<file path="config.mk">
export PLATFORM = sky130hd
export DESIGN_NAME = pmbus_target_onoff_control
export DESIGN_NICKNAME = d
export VERILOG_FILES = /design/src/pmbus_target_onoff_control.v /design/src/input_sync3.v /design/src/strap_decoder.v
export VERILOG_INCLUDE_DIRS = /design/src /design/src/src
export SDC_FILE = /design/constraint.sdc
export NUM_CORES = 1
export LEC_CHECK = 0
export ABC_AREA = 1
export BUFFER_PORTS_ARGS = -buffer_cell sky130_fd_sc_hd__buf_2
export CORE_UTILIZATION = 40
export DETAILED_ROUTE_END_ITERATION = 12
export PLACE_DENSITY_LB_ADDON = 0.2
export SLEW_MARGIN = 20
export SYNTH_ARGS = -nofsm -noshare
export SYNTH_HDL_FRONTEND = slang
export SYNTH_SLANG_ARGS = --single-unit
</file>
<file path="constraint.sdc">
create_clock -name clock -period 2.21 [get_ports clock]
set_input_delay 0.1105 -clock clock [delete_from_list [all_inputs] [get_ports clock]]
set_output_delay 0.1105 -clock clock [all_outputs]
set_load 0.02 [all_outputs]
</file>
<file path="src/pmbus_onoff_defs.vh">
`ifndef PMBUS_ONOFF_DEFS_VH
`define PMBUS_ONOFF_DEFS_VH
// ==========================================================
// bus address and command codes
`define ADDR_FIXED_HI 3'b001
`define CMD_RUN_CONTROL 8'h01
`define CMD_TURN_ON_SRC 8'h02
// ==========================================================
// reset values
`define RUN_CONTROL_RST 8'h00
`define TURN_ON_SRC_RST 8'h1f
// ==========================================================
// run-control field layout and codes
`define RC_ON_BIT 7
`define RC_ON_MASK 8'hc3
`define RC_OFF_VAL 8'h00
`define RC_NOM_MASK 8'hf3
`define RC_NOM_VAL 8'h80
`define RC_MLO_IGN 8'h94
`define RC_MLO_ACT 8'h98
`define RC_MHI_IGN 8'ha4
`define RC_MHI_ACT 8'ha8
`define MARGIN_NONE 2'b00
`define MARGIN_LOW 2'b01
`define MARGIN_HIGH 2'b10
// ==========================================================
// turn-on source codes
`define TS_NONE 8'h13
`define TS_PIN 8'h17
`define TS_CMD 8'h1b
`define TS_BOTH 8'h1f
// ==========================================================
// strap decode
`define STRAP_OPEN 5'h1f
`define STRAP_LEVELS 32
`define STRAP_ADDR_RST 4'hf
`define STRAP_FCC_RST 1'b1
`endif

</file>
<file path="src/pmbus_target_onoff_control.v">
`timescale 1ns/100ps
`default_nettype none
`include "pmbus_onoff_defs.vh"
// ==========================================================
module pmbus_target_onoff_control #(
   parameter [7:0] TURN_ON_SRC_NV = `TURN_ON_SRC_RST
) (
   input wire clock,
   input wire rst_b,
   input wire scl_in,
   input wire sda_in,
   output wire sda_out,
   output wire sda_oe,
   input wire enable_pin,
   input wire bias_good,
   input wire [4:0] strap_level,
   output reg converter_on,
   output reg [1:0] margin_sel,
   output reg ignore_faults,
   output wire forced_continuous_conduction,
   output wire [6:0] bus_address,
   output wire strap_valid
);
   // ==========================================================
   // states
   localparam ST_IDLE = 3'd0;
   localparam ST_ADDR = 3'd1;
   localparam ST_AACK = 3'd2;
   localparam ST_RXB = 3'd3;
   localparam ST_RACK = 3'd4;
   localparam ST_TXB = 3'd5;
   localparam ST_TACK = 3'd6;
   // ==========================================================
   // pins: 20 MHz sampling covers a 1 MHz bus with margin
   wire scl_s;
   wire sda_s;
   wire en_s;
   input_sync3 #(.RST_VAL(1'b1)) u_scl (.clock(clock), .rst_b(rst_b),
      .din(scl_in), .dout(scl_s));
   input_sync3 #(.RST_VAL(1'b1)) u_sda (.clock(clock), .rst_b(rst_b),
      .din(sda_in), .dout(sda_s));
   input_sync3 #(.RST_VAL(1'b0)) u_en (.clock(clock), .rst_b(rst_b),
      .din(enable_pin), .dout(en_s));
   // supply monitor is asynchronous to this clock, so it is synced too
   wire bias_s;
   input_sync3 #(.RST_VAL(1'b0)) u_bias (.clock(clock), .rst_b(rst_b),
      .din(bias_good), .dout(bias_s));
   wire [3:0] addr_bits;
   strap_decoder u_strap (.clock(clock), .rst_b(rst_b),
      .bias_good(bias_s), .strap_level(strap_level),
      .addr_bits(addr_bits),
      .forced_continuous_conduction(forced_continuous_conduction),
      .strap_valid(strap_valid));
   assign bus_address = {`ADDR_FIXED_HI, addr_bits};
   // ==========================================================
   // bus events
   reg scl_d_ff;
   reg sda_d_ff;
   always @(posedge clock or negedge rst_b) begin
      if (!rst_b) begin
         scl_d_ff <= 1'b1;
         sda_d_ff <= 1'b1;
      end else begin
         scl_d_ff <= scl_s;
         sda_d_ff <= sda_s;
      end
   end
   wire scl_rise = scl_s & ~scl_d_ff;
   wire scl_fall = ~scl_s & scl_d_ff;
   wire start_ev = scl_s & scl_d_ff & sda_d_ff & ~sda_s;
   wire stop_ev = scl_s & scl_d_ff & ~sda_d_ff & sda_s;
   // ==========================================================
   // registers
   reg [2:0] state_ff;
   reg [2:0] nxt_state;
   reg [7:0] shift_ff;
   reg [7:0] nxt_shift;
   reg [2:0] bit_ff;
   reg [2:0] nxt_bit;
   reg [7:0] pointer_ff;
   reg [7:0] nxt_pointer;
   reg byte_idx_ff; // 0: pointer byte next, 1: data byte next
   reg nxt_byte_idx;
   reg rd_ff;
   reg nxt_rd;
   reg sda_drv_ff;
   reg nxt_sda_drv;
   reg [7:0] run_control_ff;
   reg [7:0] nxt_run_control;
   reg [7:0] turn_on_source_config_ff;
   reg [7:0] nxt_turn_on_source_config;
   reg nv_loaded_ff;
   assign sda_out = 1'b0;
   assign sda_oe = sda_drv_ff;
   function [7:0] reg_read;
      input [7:0] ptr;
      input [7:0] rc;
      input [7:0] ts;
      begin
         case (ptr)
            `CMD_RUN_CONTROL: reg_read = rc;
            `CMD_TURN_ON_SRC: reg_read = ts;
            default: reg_read = 8'h00;
         endcase
      end
   endfunction
   wire shift_ff_is_run = (pointer_ff == `CMD_RUN_CONTROL);
   wire shift_ff_is_src = (pointer_ff == `CMD_TURN_ON_SRC);
   // ==========================================================
   // byte engine
   always @* begin
      nxt_state = state_ff;
      nxt_shift = shift_ff;
      nxt_bit = bit_ff;
      nxt_pointer = pointer_ff;
      nxt_byte_idx = byte_idx_ff;
      nxt_rd = rd_ff;
      nxt_sda_drv = sda_drv_ff;
      nxt_run_control = run_control_ff;
      nxt_turn_on_source_config = turn_on_source_config_ff;
      if (stop_ev) begin
         // pointer is left alone so a later read finds it
         nxt_state = ST_IDLE;
         nxt_sda_drv = 1'b0;
      end else if (start_ev) begin
         // repeated start or fresh start both land here
         nxt_state = ST_ADDR;
         nxt_bit = 3'd7;
         nxt_sda_drv = 1'b0;
      end else begin
         case (state_ff)
            ST_IDLE: begin
               nxt_sda_drv = 1'b0;
            end
            ST_ADDR: begin
               if (scl_rise) begin
                  nxt_shift = {shift_ff[6:0], sda_s};
                  if (bit_ff == 3'd0) begin
                     nxt_state = ST_AACK;
                  end else begin
                     nxt_bit = bit_ff - 3'd1;
                  end
               end
            end
            ST_AACK: begin
               // seven-bit match only; no ten-bit prefix
               if (scl_fall) begin
                  if (shift_ff[7:1] == bus_address && strap_valid) begin
                     nxt_sda_drv = 1'b1;
                     nxt_rd = shift_ff[0];
                     nxt_byte_idx = 1'b0;
                  end else begin
                     nxt_state = ST_IDLE;
                  end
               end else if (scl_rise && sda_drv_ff) begin
                  nxt_bit = 3'd7;
                  nxt_state = rd_ff ? ST_TXB : ST_RXB;
                  nxt_shift = reg_read(pointer_ff, run_control_ff,
                     turn_on_source_config_ff);
               end
            end
            ST_RXB: begin
               if (scl_fall) begin
                  nxt_sda_drv = 1'b0;
               end
               if (scl_rise) begin
                  nxt_shift = {shift_ff[6:0], sda_s};
                  if (bit_ff == 3'd0) begin
                     nxt_state = ST_RACK;
                  end else begin
                     nxt_bit = bit_ff - 3'd1;
                  end
               end
            end
            ST_RACK: begin
               if (scl_fall && !sda_drv_ff) begin
                  nxt_sda_drv = 1'b1;
                  if (!byte_idx_ff) begin
                     nxt_pointer = shift_ff;
                     nxt_byte_idx = 1'b1;
                  end else if (shift_ff_is_run) begin
                     nxt_run_control = shift_ff;
                  end else if (shift_ff_is_src) begin
                     nxt_turn_on_source_config = shift_ff;
                  end
                  // other codes: acked, nothing stored
               end else if (scl_rise && sda_drv_ff) begin
                  nxt_bit = 3'd7;
                  nxt_state = ST_RXB;
               end
            end
            ST_TXB: begin
               if (scl_fall) begin
                  nxt_sda_drv = ~shift_ff[7];
               end
               if (scl_rise) begin
                  nxt_shift = {shift_ff[6:0], 1'b0};
                  if (bit_ff == 3'd0) begin
                     nxt_state = ST_TACK;
                  end else begin
                     nxt_bit = bit_ff - 3'd1;
                  end
               end
            end
            ST_TACK: begin
               if (scl_fall) begin
                  nxt_sda_drv = 1'b0;
               end
               if (scl_rise) begin
                  // host nack ends it; ack resends same byte
                  if (sda_s) begin
                     nxt_state = ST_IDLE;
                  end else begin
                     nxt_bit = 3'd7;
                     nxt_state = ST_TXB;
                     nxt_shift = reg_read(pointer_ff, run_control_ff,
                        turn_on_source_config_ff);
                  end
               end
            end
            default: begin
               nxt_state = ST_IDLE;
               nxt_sda_drv = 1'b0;
            end
         endcase
      end
   end
   always @(posedge clock or negedge rst_b) begin
      if (!rst_b) begin
         state_ff <= ST_IDLE;
         shift_ff <= 8'h00;
         bit_ff <= 3'd7;
         pointer_ff <= 8'h00;
         byte_idx_ff <= 1'b0;
         rd_ff <= 1'b0;
         sda_drv_ff <= 1'b0;
         run_control_ff <= `RUN_CONTROL_RST;
         turn_on_source_config_ff <= `TURN_ON_SRC_RST;
         nv_loaded_ff <= 1'b0;
      end else begin
         state_ff <= nxt_state;
         shift_ff <= nxt_shift;
         bit_ff <= nxt_bit;
         pointer_ff <= nxt_pointer;
         byte_idx_ff <= nxt_byte_idx;
         rd_ff <= nxt_rd;
         sda_drv_ff <= nxt_sda_drv;
         run_control_ff <= nxt_run_control;
         nv_loaded_ff <= 1'b1;
         // stored copy stands in for nonvolatile recall
         if (!nv_loaded_ff) begin
            turn_on_source_config_ff <= TURN_ON_SRC_NV;
         end else begin
            turn_on_source_config_ff <= nxt_turn_on_source_config;
         end
      end
   end
   // ==========================================================
   // run decision
   reg cmd_on;
   reg [1:0] cmd_margin;
   reg cmd_ign;
   reg want_on;
   always @* begin
      cmd_on = 1'b0;
      cmd_margin = `MARGIN_NONE;
      cmd_ign = 1'b0;
      if ((run_control_ff & `RC_ON_MASK) == `RC_OFF_VAL) begin
         cmd_on = 1'b0;
      end else if ((run_control_ff & `RC_NOM_MASK) == `RC_NOM_VAL) begin
         cmd_on = 1'b1;
      end else begin
         case (run_control_ff)
            `RC_MLO_IGN: begin
               cmd_on = 1'b1;
               cmd_margin = `MARGIN_LOW;
               cmd_ign = 1'b1;
            end
            `RC_MLO_ACT: begin
               cmd_on = 1'b1;
               cmd_margin = `MARGIN_LOW;
            end
            `RC_MHI_IGN: begin
               cmd_on = 1'b1;
               cmd_margin = `MARGIN_HIGH;
               cmd_ign = 1'b1;
            end
            `RC_MHI_ACT: begin
               cmd_on = 1'b1;
               cmd_margin = `MARGIN_HIGH;
            end
            default: begin
               // unlisted pattern: follow the on bit, no margin
               cmd_on = run_control_ff[`RC_ON_BIT];
            end
         endcase
      end
      case (turn_on_source_config_ff)
         `TS_NONE: want_on = 1'b1;
         `TS_PIN: want_on = en_s;
         `TS_CMD: want_on = cmd_on;
         `TS_BOTH: want_on = cmd_on & en_s;
         default: want_on = cmd_on & en_s;
      endcase
   end
   always @(posedge clock or negedge rst_b) begin
      if (!rst_b) begin
         converter_on <= 1'b0;
         margin_sel <= `MARGIN_NONE;
         ignore_faults <= 1'b0;
      end else begin
         converter_on <= want_on & strap_valid;
         margin_sel <= cmd_margin;
         ignore_faults <= cmd_ign;
      end
   end
endmodule // pmbus_target_onoff_control
`default_nettype wire

</file>
<file path="src/input_sync3.v">
`timescale 1ns/100ps
`default_nettype none
// ==========================================================
// three flop sync; output moves when stages two and three agree
module input_sync3 #(
   parameter RST_VAL = 1'b1
) (
   input wire clock,
   input wire rst_b,
   input wire din,
   output reg dout
);
   reg s1_ff;
   reg s2_ff;
   reg s3_ff;
   always @(posedge clock or negedge rst_b) begin
      if (!rst_b) begin
         s1_ff <= RST_VAL;
         s2_ff <= RST_VAL;
         s3_ff <= RST_VAL;
         dout <= RST_VAL;
      end else begin
         s1_ff <= din;
         s2_ff <= s1_ff;
         s3_ff <= s2_ff;
         if (s2_ff == s3_ff) begin
            dout <= s3_ff;
         end
      end
   end
endmodule // input_sync3
`default_nettype wire

</file>
<file path="src/strap_decoder.v">
`timescale 1ns/100ps
`default_nettype none
`include "pmbus_onoff_defs.vh"
// ==========================================================
// captures strap level once bias supply is good
module strap_decoder (
   input wire clock,
   input wire rst_b,
   input wire bias_good,
   input wire [4:0] strap_level,
   output reg [3:0] addr_bits,
   output reg forced_continuous_conduction,
   output reg strap_valid
);
   // level 31 (open) -> 1111 fcc; level 0 (short) -> 0000 skip
   always @(posedge clock or negedge rst_b) begin
      if (!rst_b) begin
         addr_bits <= `STRAP_ADDR_RST;
         forced_continuous_conduction <= `STRAP_FCC_RST;
         strap_valid <= 1'b0;
      end else if (!bias_good) begin
         strap_valid <= 1'b0;
      end else if (!strap_valid) begin
         addr_bits <= strap_level[4:1];
         forced_continuous_conduction <= strap_level[0];
         strap_valid <= 1'b1;
      end
   end
endmodule // strap_decoder
`default_nettype wire

</file>
; ---- After elaboration in Yosys (flattened, before gate mapping)
; Index checks and enable logic that the tools add are counted.
; W data, S select, Z words.
[classes]
add_sub_neg = 1
n_eq_ne = 61
muxes = 64
n_bitwise = 18
reduce_logical = 27
[ops]
columns = operator, n
row1 = $mux W8, 14
row2 = $mux W3, 24
row3 = $ne A4 B4 Y1 const B, 13
row4 = $eq A8 B8 Y1 const B, 4
row5 = $pmux W8 S4, 1
row6 = $eq A8 B5 Y1 const B, 3
row7 = $ne A2 B2 Y1 const B, 12
row8 = $ne A3 B3 Y1 const B, 7
row9 = $pmux W3 S7, 1
row10 = $reduce_and A6 Y1, 3
row11 = $mux W1, 16
row12 = $pmux W8 S2, 1
row13 = $pmux W3 S4, 1
row14 = $reduce_and A12 Y1, 1
row15 = $ne A5 B5 Y1 const B, 2
row16 = $reduce_and A5 Y1, 2
row17 = $reduce_or A2 Y1, 5
row18 = $and A1 B1 Y1, 9
row19 = $eq A3 B3 Y1 const B, 3
row20 = $not A1 Y1, 9
row21 = $reduce_and A9 Y1, 1
row22 = $eq A8 B1 Y1 const B, 1
row23 = $eq A8 B2 Y1 const B, 1
row24 = $logic_not A8 Y1, 1
row25 = 25 further kinds, 36
[totals]
regBits = 70
inputBits = 11
out_inout_bits = 15
wordCells = 205

; ---- Depth between registers and ports, before layout
; Gate-level depths: netlist of the first run.
[logic_depth]
depth_word = 9
ltp_mapped = 12

; ---- Cells and area by module
; Synthesis of the first run repeated with hierarchy kept, for this count alone.
[unflattened]
hier_cells = 445
hier_area_um2 = 3537.1
[modules_own_cells]
columns = mod, n_inst, cells_per_inst, area_per_inst_um2, seq_area_each_um2
row1 = pmbus_target_onoff_control, 1, 390, 2832.7, 1213.7
row2 = input_sync3 at u_scl ..., 2, 8, 121.4, 105.1
row3 = input_sync3 at u_bias ..., 2, 8, 116.4, 100.1
row4 = strap_decoder, 1, 23, 229.0, 156.4

; ---- Worst setup path before layout of the first run
; No wires, ideal clock.
[synth_path]
path_type = register to register
from = reg scl_d_ff
to = reg run_control_ff[5]
arrival_ns = 1.428
t_required_ns = 2.087
slack_ns = 0.659
stages_incl_launch_ff = 9
period_less_slack_ns = 1.551
cell_sequence = dfstp_2 nand2_1 nor2_1 nand2_2 nor2_4 nand3_2 buf_2 nand2_1 o21ai_1
[synth_via]
elab_chain_len = 5
word_cells_on_any_way = 10
classes_between = 8 x bitwise / 2 x reduce/logical
[synth_lines]
columns = element, line_no
row1 = start: declaration, pmbus_target_onoff_control.v:57  ; reg scl_d_ff;
row2 = start signal: assignment, pmbus_target_onoff_control.v:64  ; scl_d_ff <= scl_s;
row3 = $and A1 B1 Y1, "pmbus_target_onoff_control.v:70, pmbus_target_onoff_control.v:71"
row4 = $and A1 B1 Y1 (on tied branches) (2 in a row), "pmbus_target_onoff_control.v:71, pmbus_target_onoff_control.v:70"
row5 = $not A1 Y1 (no source line), -
row6 = $reduce_and A6 Y1 (no source line) (*), -
row7 = end signal: assignment, pmbus_target_onoff_control.v:237  ; run_control_ff <= `RUN_CONTROL_RST;
row8 = end signal: assignment, pmbus_target_onoff_control.v:248  ; run_control_ff <= nxt_run_control;
row9 = end: declaration, pmbus_target_onoff_control.v:88  ; reg [7:0] run_control_ff;
; Mark *: on every way between the ends. The rest lies on a longest branch, timed or not.
; A chain may end at the register's enable or synchronous reset.

; ---- Worst setup path in the final report of the first run
[layout_path]
from = reg u_sda.dout
to = reg shift_ff[3]
[layout_via]
elab_chain_len = 4
word_cells_on_any_way = 7
classes_between = 1 x eq/ne / 5 x bitwise / 1 x reduce/logical
[layout_lines]
columns = element, line_no
row1 = start: declaration, input_sync3.v:11  ; output reg dout
row2 = start signal: assignment, input_sync3.v:21  ; dout <= RST_VAL;
row3 = start signal: assignment, input_sync3.v:27  ; dout <= s3_ff;
row4 = $not A1 Y1, pmbus_target_onoff_control.v:70  ; wire start_ev = scl_s & scl_d_ff & sda_d_ff & ~sda_s;
row5 = $and A1 B1 Y1, pmbus_target_onoff_control.v:70
row6 = $not A1 Y1 (no source line), -
row7 = $reduce_and A9 Y1 (no source line) (*), -
row8 = end signal: assignment, pmbus_target_onoff_control.v:242  ; shift_ff <= nxt_shift;
row9 = end: declaration, pmbus_target_onoff_control.v:76  ; reg [7:0] shift_ff;
; Marked as above.

==> results.md, run 1 <==
- Switch Pwr: 1047 uW
- Initial antenna violation count: 0
- Worst Path Max Fanout: 15
- Post-Syn Area per Cell: 8.601 um2
- WP data required: 2480 ps
- Fraction of layout cells with a size suffix above 1: between 20% and 30%
- Post-CTS Setup Bufs: 0
- Ys flop type: dfrtp_1
- Starting DRT DRC Count: 123
- Final hold viol count: 0
- Vias per cell: 4.945
- Slew headroom: 62.02%
- Antenna cells: 0
- Worst Tran Pin Value: approximately 570 ps
- Final WL: 7203 um
- Hpwl dp: 5162 um
- Post-Layout Inst Area: 0.003875 mm2
- Largest net degree at the start of global routing: 48
- RSZ-0062 raised after global routing: no
- Clock latency at the later pin of the worst-skew pair: 350 ps
- Syn. warnings: 0
- Worst Hold Launch: strap_level[0]
- Netlist cell types: 35
- Final-report setup violation count: 0
- CP startpoint kind: flip-flop
- Vias in the first global route: 2,586
- Min-delay worst type: in2reg
- Max Cap Viol: 0
- Placed inst area: 0.003556 mm2
- Comb pwr share: a little under a fifth
- Clk pwr share: 34.9%
- Max Clk Rate: 517.4 MHz
- Placeable Area: 0.007888 mm2
- Clk_skew: 11.17 ps
- IO Port Bufs: 21
- # DRC: 0
- First-pass GRT wire length: 12,450 um
- Worst Setup End Kind: flip-flop
- Clock transition at the registers of the reported paths: 80 ps
- CTS buffer count: 9
- IO Count: 26
- Starting Density: 42.42%
- Die X: 93.46 um
- Seq cells post-synth: 70
- TNS Setup: 0 ps
- Clock tree buffer depth: 2
- CTS tree: yes
- Tmin final: between 1500 and 2000 ps
- Routed len/inst: 13.54 um
- First-pass iteration count of the detailed router: 4
- Outcome: completed
- CTS HTree Levels: 3
- Total GRT Usage: 18.78%
- Cells after Synth: 389
- Critical Path AT: 2200 ps
- R2r startpoint: u_sda.dout
- Final core occ: 49.13%
- Die area: 0.008734 mm2
- Switching Fraction: 31.04%
- Vias: 2,631
- Critical Path Source: u_sda.dout
- Fin. max-slew vios: 0
- Clk root buf: clkbuf_8
- Area added between synthesis and finish: 15.82%
- Period utilization: 87.45%
- Congestion Overflow GR: 0
- Power Dens Cells: 870.7 mW/mm2
- Maximum vdd drop: 0.0005458 V
- GP Congestion: 0.9146
- Antenna Violating Nets Remaining: 0
- Post-synth ARST share: 100.0%
- Die height: 93.46 um
- Post-Syn Area: roughly 0.0033 mm2
- Cell Int Power: ~2300 uW
- Sink Count: 70
- Row count: 32
- Setup CP Type: reg2reg
- Static leakage: between 0.0015 and 0.002 uW
- Seq/Total Area, Yosys: 53.22%
- Seq pwr share: 46.4%
- Number of synthesized flops with an enable pin: 0
- Fin nets: 438
## timing repair
action,CTS,global route
hold buffers,9,0
gates resized for setup,0,0
hold endpoints to repair,27,0
## cell usage after synthesis, drive strengths merged, types with 3 or more instances
| master | instances | area share (%) |
|---|---|---|
| a21oi | 9 | 1.5 |
| dfstp | 23 | 18 |
| nand4 | 5 | 0.93 |
| o21ai | 38 | 5.9 |
| nor3 | 3 | 0.60 |
| buf | 11 | 2.2 |
| nand3 | 57 | 9.4 |
| inv | 41 | 4.7 |
| dfrtp | 47 | 35 |
| mux2 | 3 | 1.0 |
| nor2 | 40 | 5.1 |
| nand2 | 95 | 12 |
| o211ai | 3 | 0.67 |
| maj3 | 4 | 1.2 |
## final timing paths
path	endpoint	slack [ps]	cells after the start
max	shift_ff[3]	280	8
max reg2reg	shift_ff[3]	280	8
min	u_strap.forced_continuous_conduction	8	2
min in group asynchronous	u_en.s2_ff	290	2
min reg2reg	u_bias.s2_ff	350	0
max in group asynchronous	sda_d_ff	1200	3
## kinds of logic (layout without fill, tap and decap cells)
group,count (synthesis),count (layout),share of synthesized area [%]
AOI/OAI and AO/OA,53,53,8.639
adders and majority gates,6,6,1.945
buffers and inverters,53,91,6.956
DFF,70,70,53.22
muxes,3,3,1.010
other,2,5,0.2245
and+or+nand+nor,202,202,28.01
## layout by cell type (no fill, tap or decap), types with 6 or more instances in the layout
| cell type | count |
|---|---|
| dfrtp_1 | 47 |
| inv_1 | 35 |
| nand2_1 | 87 |
| a21oi_1 | 8 |
| o21ai_0 | 23 |
| buf_2 | 21 |
| o21ai_1 | 13 |
| nand3_2 | 6 |
| nand2_2 | 6 |
| dfstp_2 | 23 |
| nor2_1 | 36 |
| nand3_1 | 51 |
| clkbuf_8 | 9 |
| dlygate4sd3_1 | 9 |
## power groups by stage
stage / combinational (uW) / sequential, uW / clock, uW
2_1_floorplan: 411 / 1590 / 0
3_3_place_gp: 619 / 1580 / 0
3_5_place_dp: 619 / 1590 / 0
4_1_cts: 635 / 1560 / 1200
5_1_grt: 733 / 1590 / 1250
6_report: 631 / 1560 / 1180
## flip-flops by register name (all words and copies together), names as in the netlist, 2 cells and up
| register | count |
|---|---|
| pointer_ff | 8 |
| run_control_ff | 8 |
| shift_ff | 8 |
| turn_on_source_config_ff | 8 |
| u_strap.addr_bits | 4 |
| bit_ff | 3 |
| state_ff | 3 |
| margin_sel | 2 |
## final cells by class
cell class              count  area [um2]
clock buffers               9       123.9
multi-input cells         269        1344
repair buffers             34       237.7
clock inverters             7       105.1
inverters                  41       156.4
fillers                   767        4013
well taps                 102       127.6
flip-flops and latches     70        1780
## per-stage QoR
step	cells	power (uW)	setup slack (ps)	hold WS [ps]
2_1_floorplan	392	2002	659.1	-185.1
3_3_place_gp	507	2204	255.0	136.8
3_5_place_dp	507	2207	277.6	138.7
4_1_cts	532	3400	273.9	1.153
5_1_grt	532	3571	18.06	3.763
6_report	532	3374	277.3	7.950
## critical path, cell delays in order, from the launching register on
cell and delay, ps:
dfstp_2 570, inv_2 60, nand4_1 160, inv_1 60, nor2_1 260, nand3_2 150
nor2_4 360, nand3_1 120, o21ai_1 110
## layer usage
metal  share of wire [%]  track usage (%)  routed length [um]  vias up
met1                  51            26.43                3642     1215
met2                  44            29.11                3158       63
met5                   0                0                   0        -
met4                 1.5            6.795                 108        0
met3                 4.1            3.171                 295        9
li1                    -                -                   -     1344
(Power assumes the default switching activity.)
==> run 2, diff against run 1 <==
clock period = 2.3 ns   (was 2.21 ns; I/O delays follow)
==> results.md, run 2 (synthesis gave the netlist of run 1 again) <==
- Number of fill cells in the layout: 746
- Final hold viol count: 0
- Starting DRT DRC Count: between 150 and 200
- IO Port Bufs: 21
- Max Clk Rate: 530.7 MHz
- Antenna Violating Nets Remaining: 0
- Fin. max-slew vios: 0
- Fraction of layout cells with a size suffix above 1: 22.04%
- Antenna cells: 0
- Final core occ: 48.54%
- Storage element area: 0.001780 mm2
- # hold bufs at CTS: 9
- Final WL: 7062 um
- RSZ-0062 raised after global routing: no
- Vias per cell: 5.023
- CTS buffer count: 9
- Clock tree buffer depth: 2
- Worst Path Max Fanout: 15
- Worst Setup End Kind: flip-flop
- First-pass GRT wire length: 12,340 um
- Period utilization: 81.93%
- Clock latency at the later pin of the worst-skew pair: between 300 and 400 ps
- Die height: approximately 93 um
- Fin nets: around 440
- Total GRT Usage: between 15 and 20%
- Commonest non-fill, non-tap cell in the layout: nand2_1
- Tmin final: about 1900 ps
- Hpwl dp: 5109 um
- Setup CP Type: reg2reg
- Area added between synthesis and finish: 14.44%
- Placeable Area: 0.007888 mm2
- Die X: 93.46 um
- CTS HTree Levels: 3
- Routed len/inst: 13.25 um
- Starting Density: 42.42%
- Static leakage: 0.001781 uW
- Power Dens Cells: 790.4 mW/mm2
- Worst Tran Pin Value: 594.9 ps
- First-pass iteration count of the detailed router: 4
- Post-cts resize count: 0
- Sink Count: 70
- Clk_skew: 16.06 ps
- Vias: about 2,700
- Area of the multi-input gates: 0.001344 mm2
- Outcome: completed
- Congestion Overflow GR: 0
- Final-report setup violation count: 0
- Maximum vdd drop: 0.0004770 V
- Critical Path AT: around 2200 ps
- Clk root buf: clkbuf_8
- Initial antenna violation count: 0
- Row count: 32
- IO Count: 26
- Post-CTS Setup Bufs: 0
- CP max-delay cell: dfstp_2
- GP Congestion: 0.9441
- Clock transition at the registers of the reported paths: 90 ps
- CP startpoint kind: flip-flop
- WP data required: 2580 ps
- Slew headroom: 60.12%
- CP peak stage delay: slightly below 600 ps
- TNS Setup: 0 ps
- Die area: 0.008734 mm2
- Max Cap Viol: 0
- Min-delay worst type: in2async
- Most frequent cells in the layout: nand2_1 (87), nand3_1 (51), dfrtp_1 (47)
- # DRC: 0
- Critical-path cell list: inv_2 > nand4_1 > inv_1 > nor2_1 > nand3_2 > nor2_4 > nand3_1 > o21ai_1
- Largest net degree at the start of global routing: 26
- Vias in the first global route: 2,636
- CTS tree: yes
## run 2: changes by cell type in the layout (fill, tap and decap cells not counted), sizes merged
cell         change
bufinv           -2
clkinvlp         +1
dlygate4sd3      +1
inv              +1
## run 2: where the power goes
part | internal [uW] | switching [uW]
Sequential | 1410 | 94.0
Clock | 411 | 522
Combinational | 196 | 396
Total | 2010 | 1010
## run 2: layer usage
layer	vias to the layer above	track usage (%)	routed length [um]	share of wire [%]
met1	1257	24.41	3411	48
met3	13	4.065	285	4.0
met4	0	7.692	131	1.9
met2	64	29.35	3233	46
li1	1343	-	-	-
met5	-	0	0	0
## run 2: worst max-delay path, delay by kind of cell, from the launching register on
kind | cells | cell delay (ps)
AOI/OAI and AO/OA | 1 | 100
buffers and inverters | 2 | 120
DFF | 1 | 580
and+or+nand+nor | 5 | 1020
## run 2: worst paths after layout
path,depth (start not counted),slack (ps),to,from
max,8,420,shift_ff[3],u_sda.dout
min,2,270,margin_sel[1],rst_b
max reg2reg,8,420,shift_ff[3],u_sda.dout
min reg2reg,0,360,u_scl.s2_ff,u_scl.s1_ff
max in group asynchronous,3,1230,u_scl.s3_ff,rst_b
min in group clock,0,360,u_scl.s2_ff,u_scl.s1_ff
## run 2: cell type report
cell class	instances	area share, %
clock buffers	9	3.235
flip-flops and latches	70	46.50
multi-input cells	269	35.10
inverters	41	4.085
repair buffers	35	6.144
clock inverters	7	1.601
well taps	102	3.333
## run 2: through the flow
stage               setup WS (ps)  power, uW  instances  instance area, um2  hold slack (ps)
finish                      415.7       3026        533                3829            265.4
global route                164.9       3209        533                3829            336.4
CTS                         408.9       3059        532                3819            2.986
detailed placement          417.9       2106        507                3543            153.0
global placement            435.5       2095        507                3543            144.9
floorplan                   749.1       1923        392                3357           -180.6
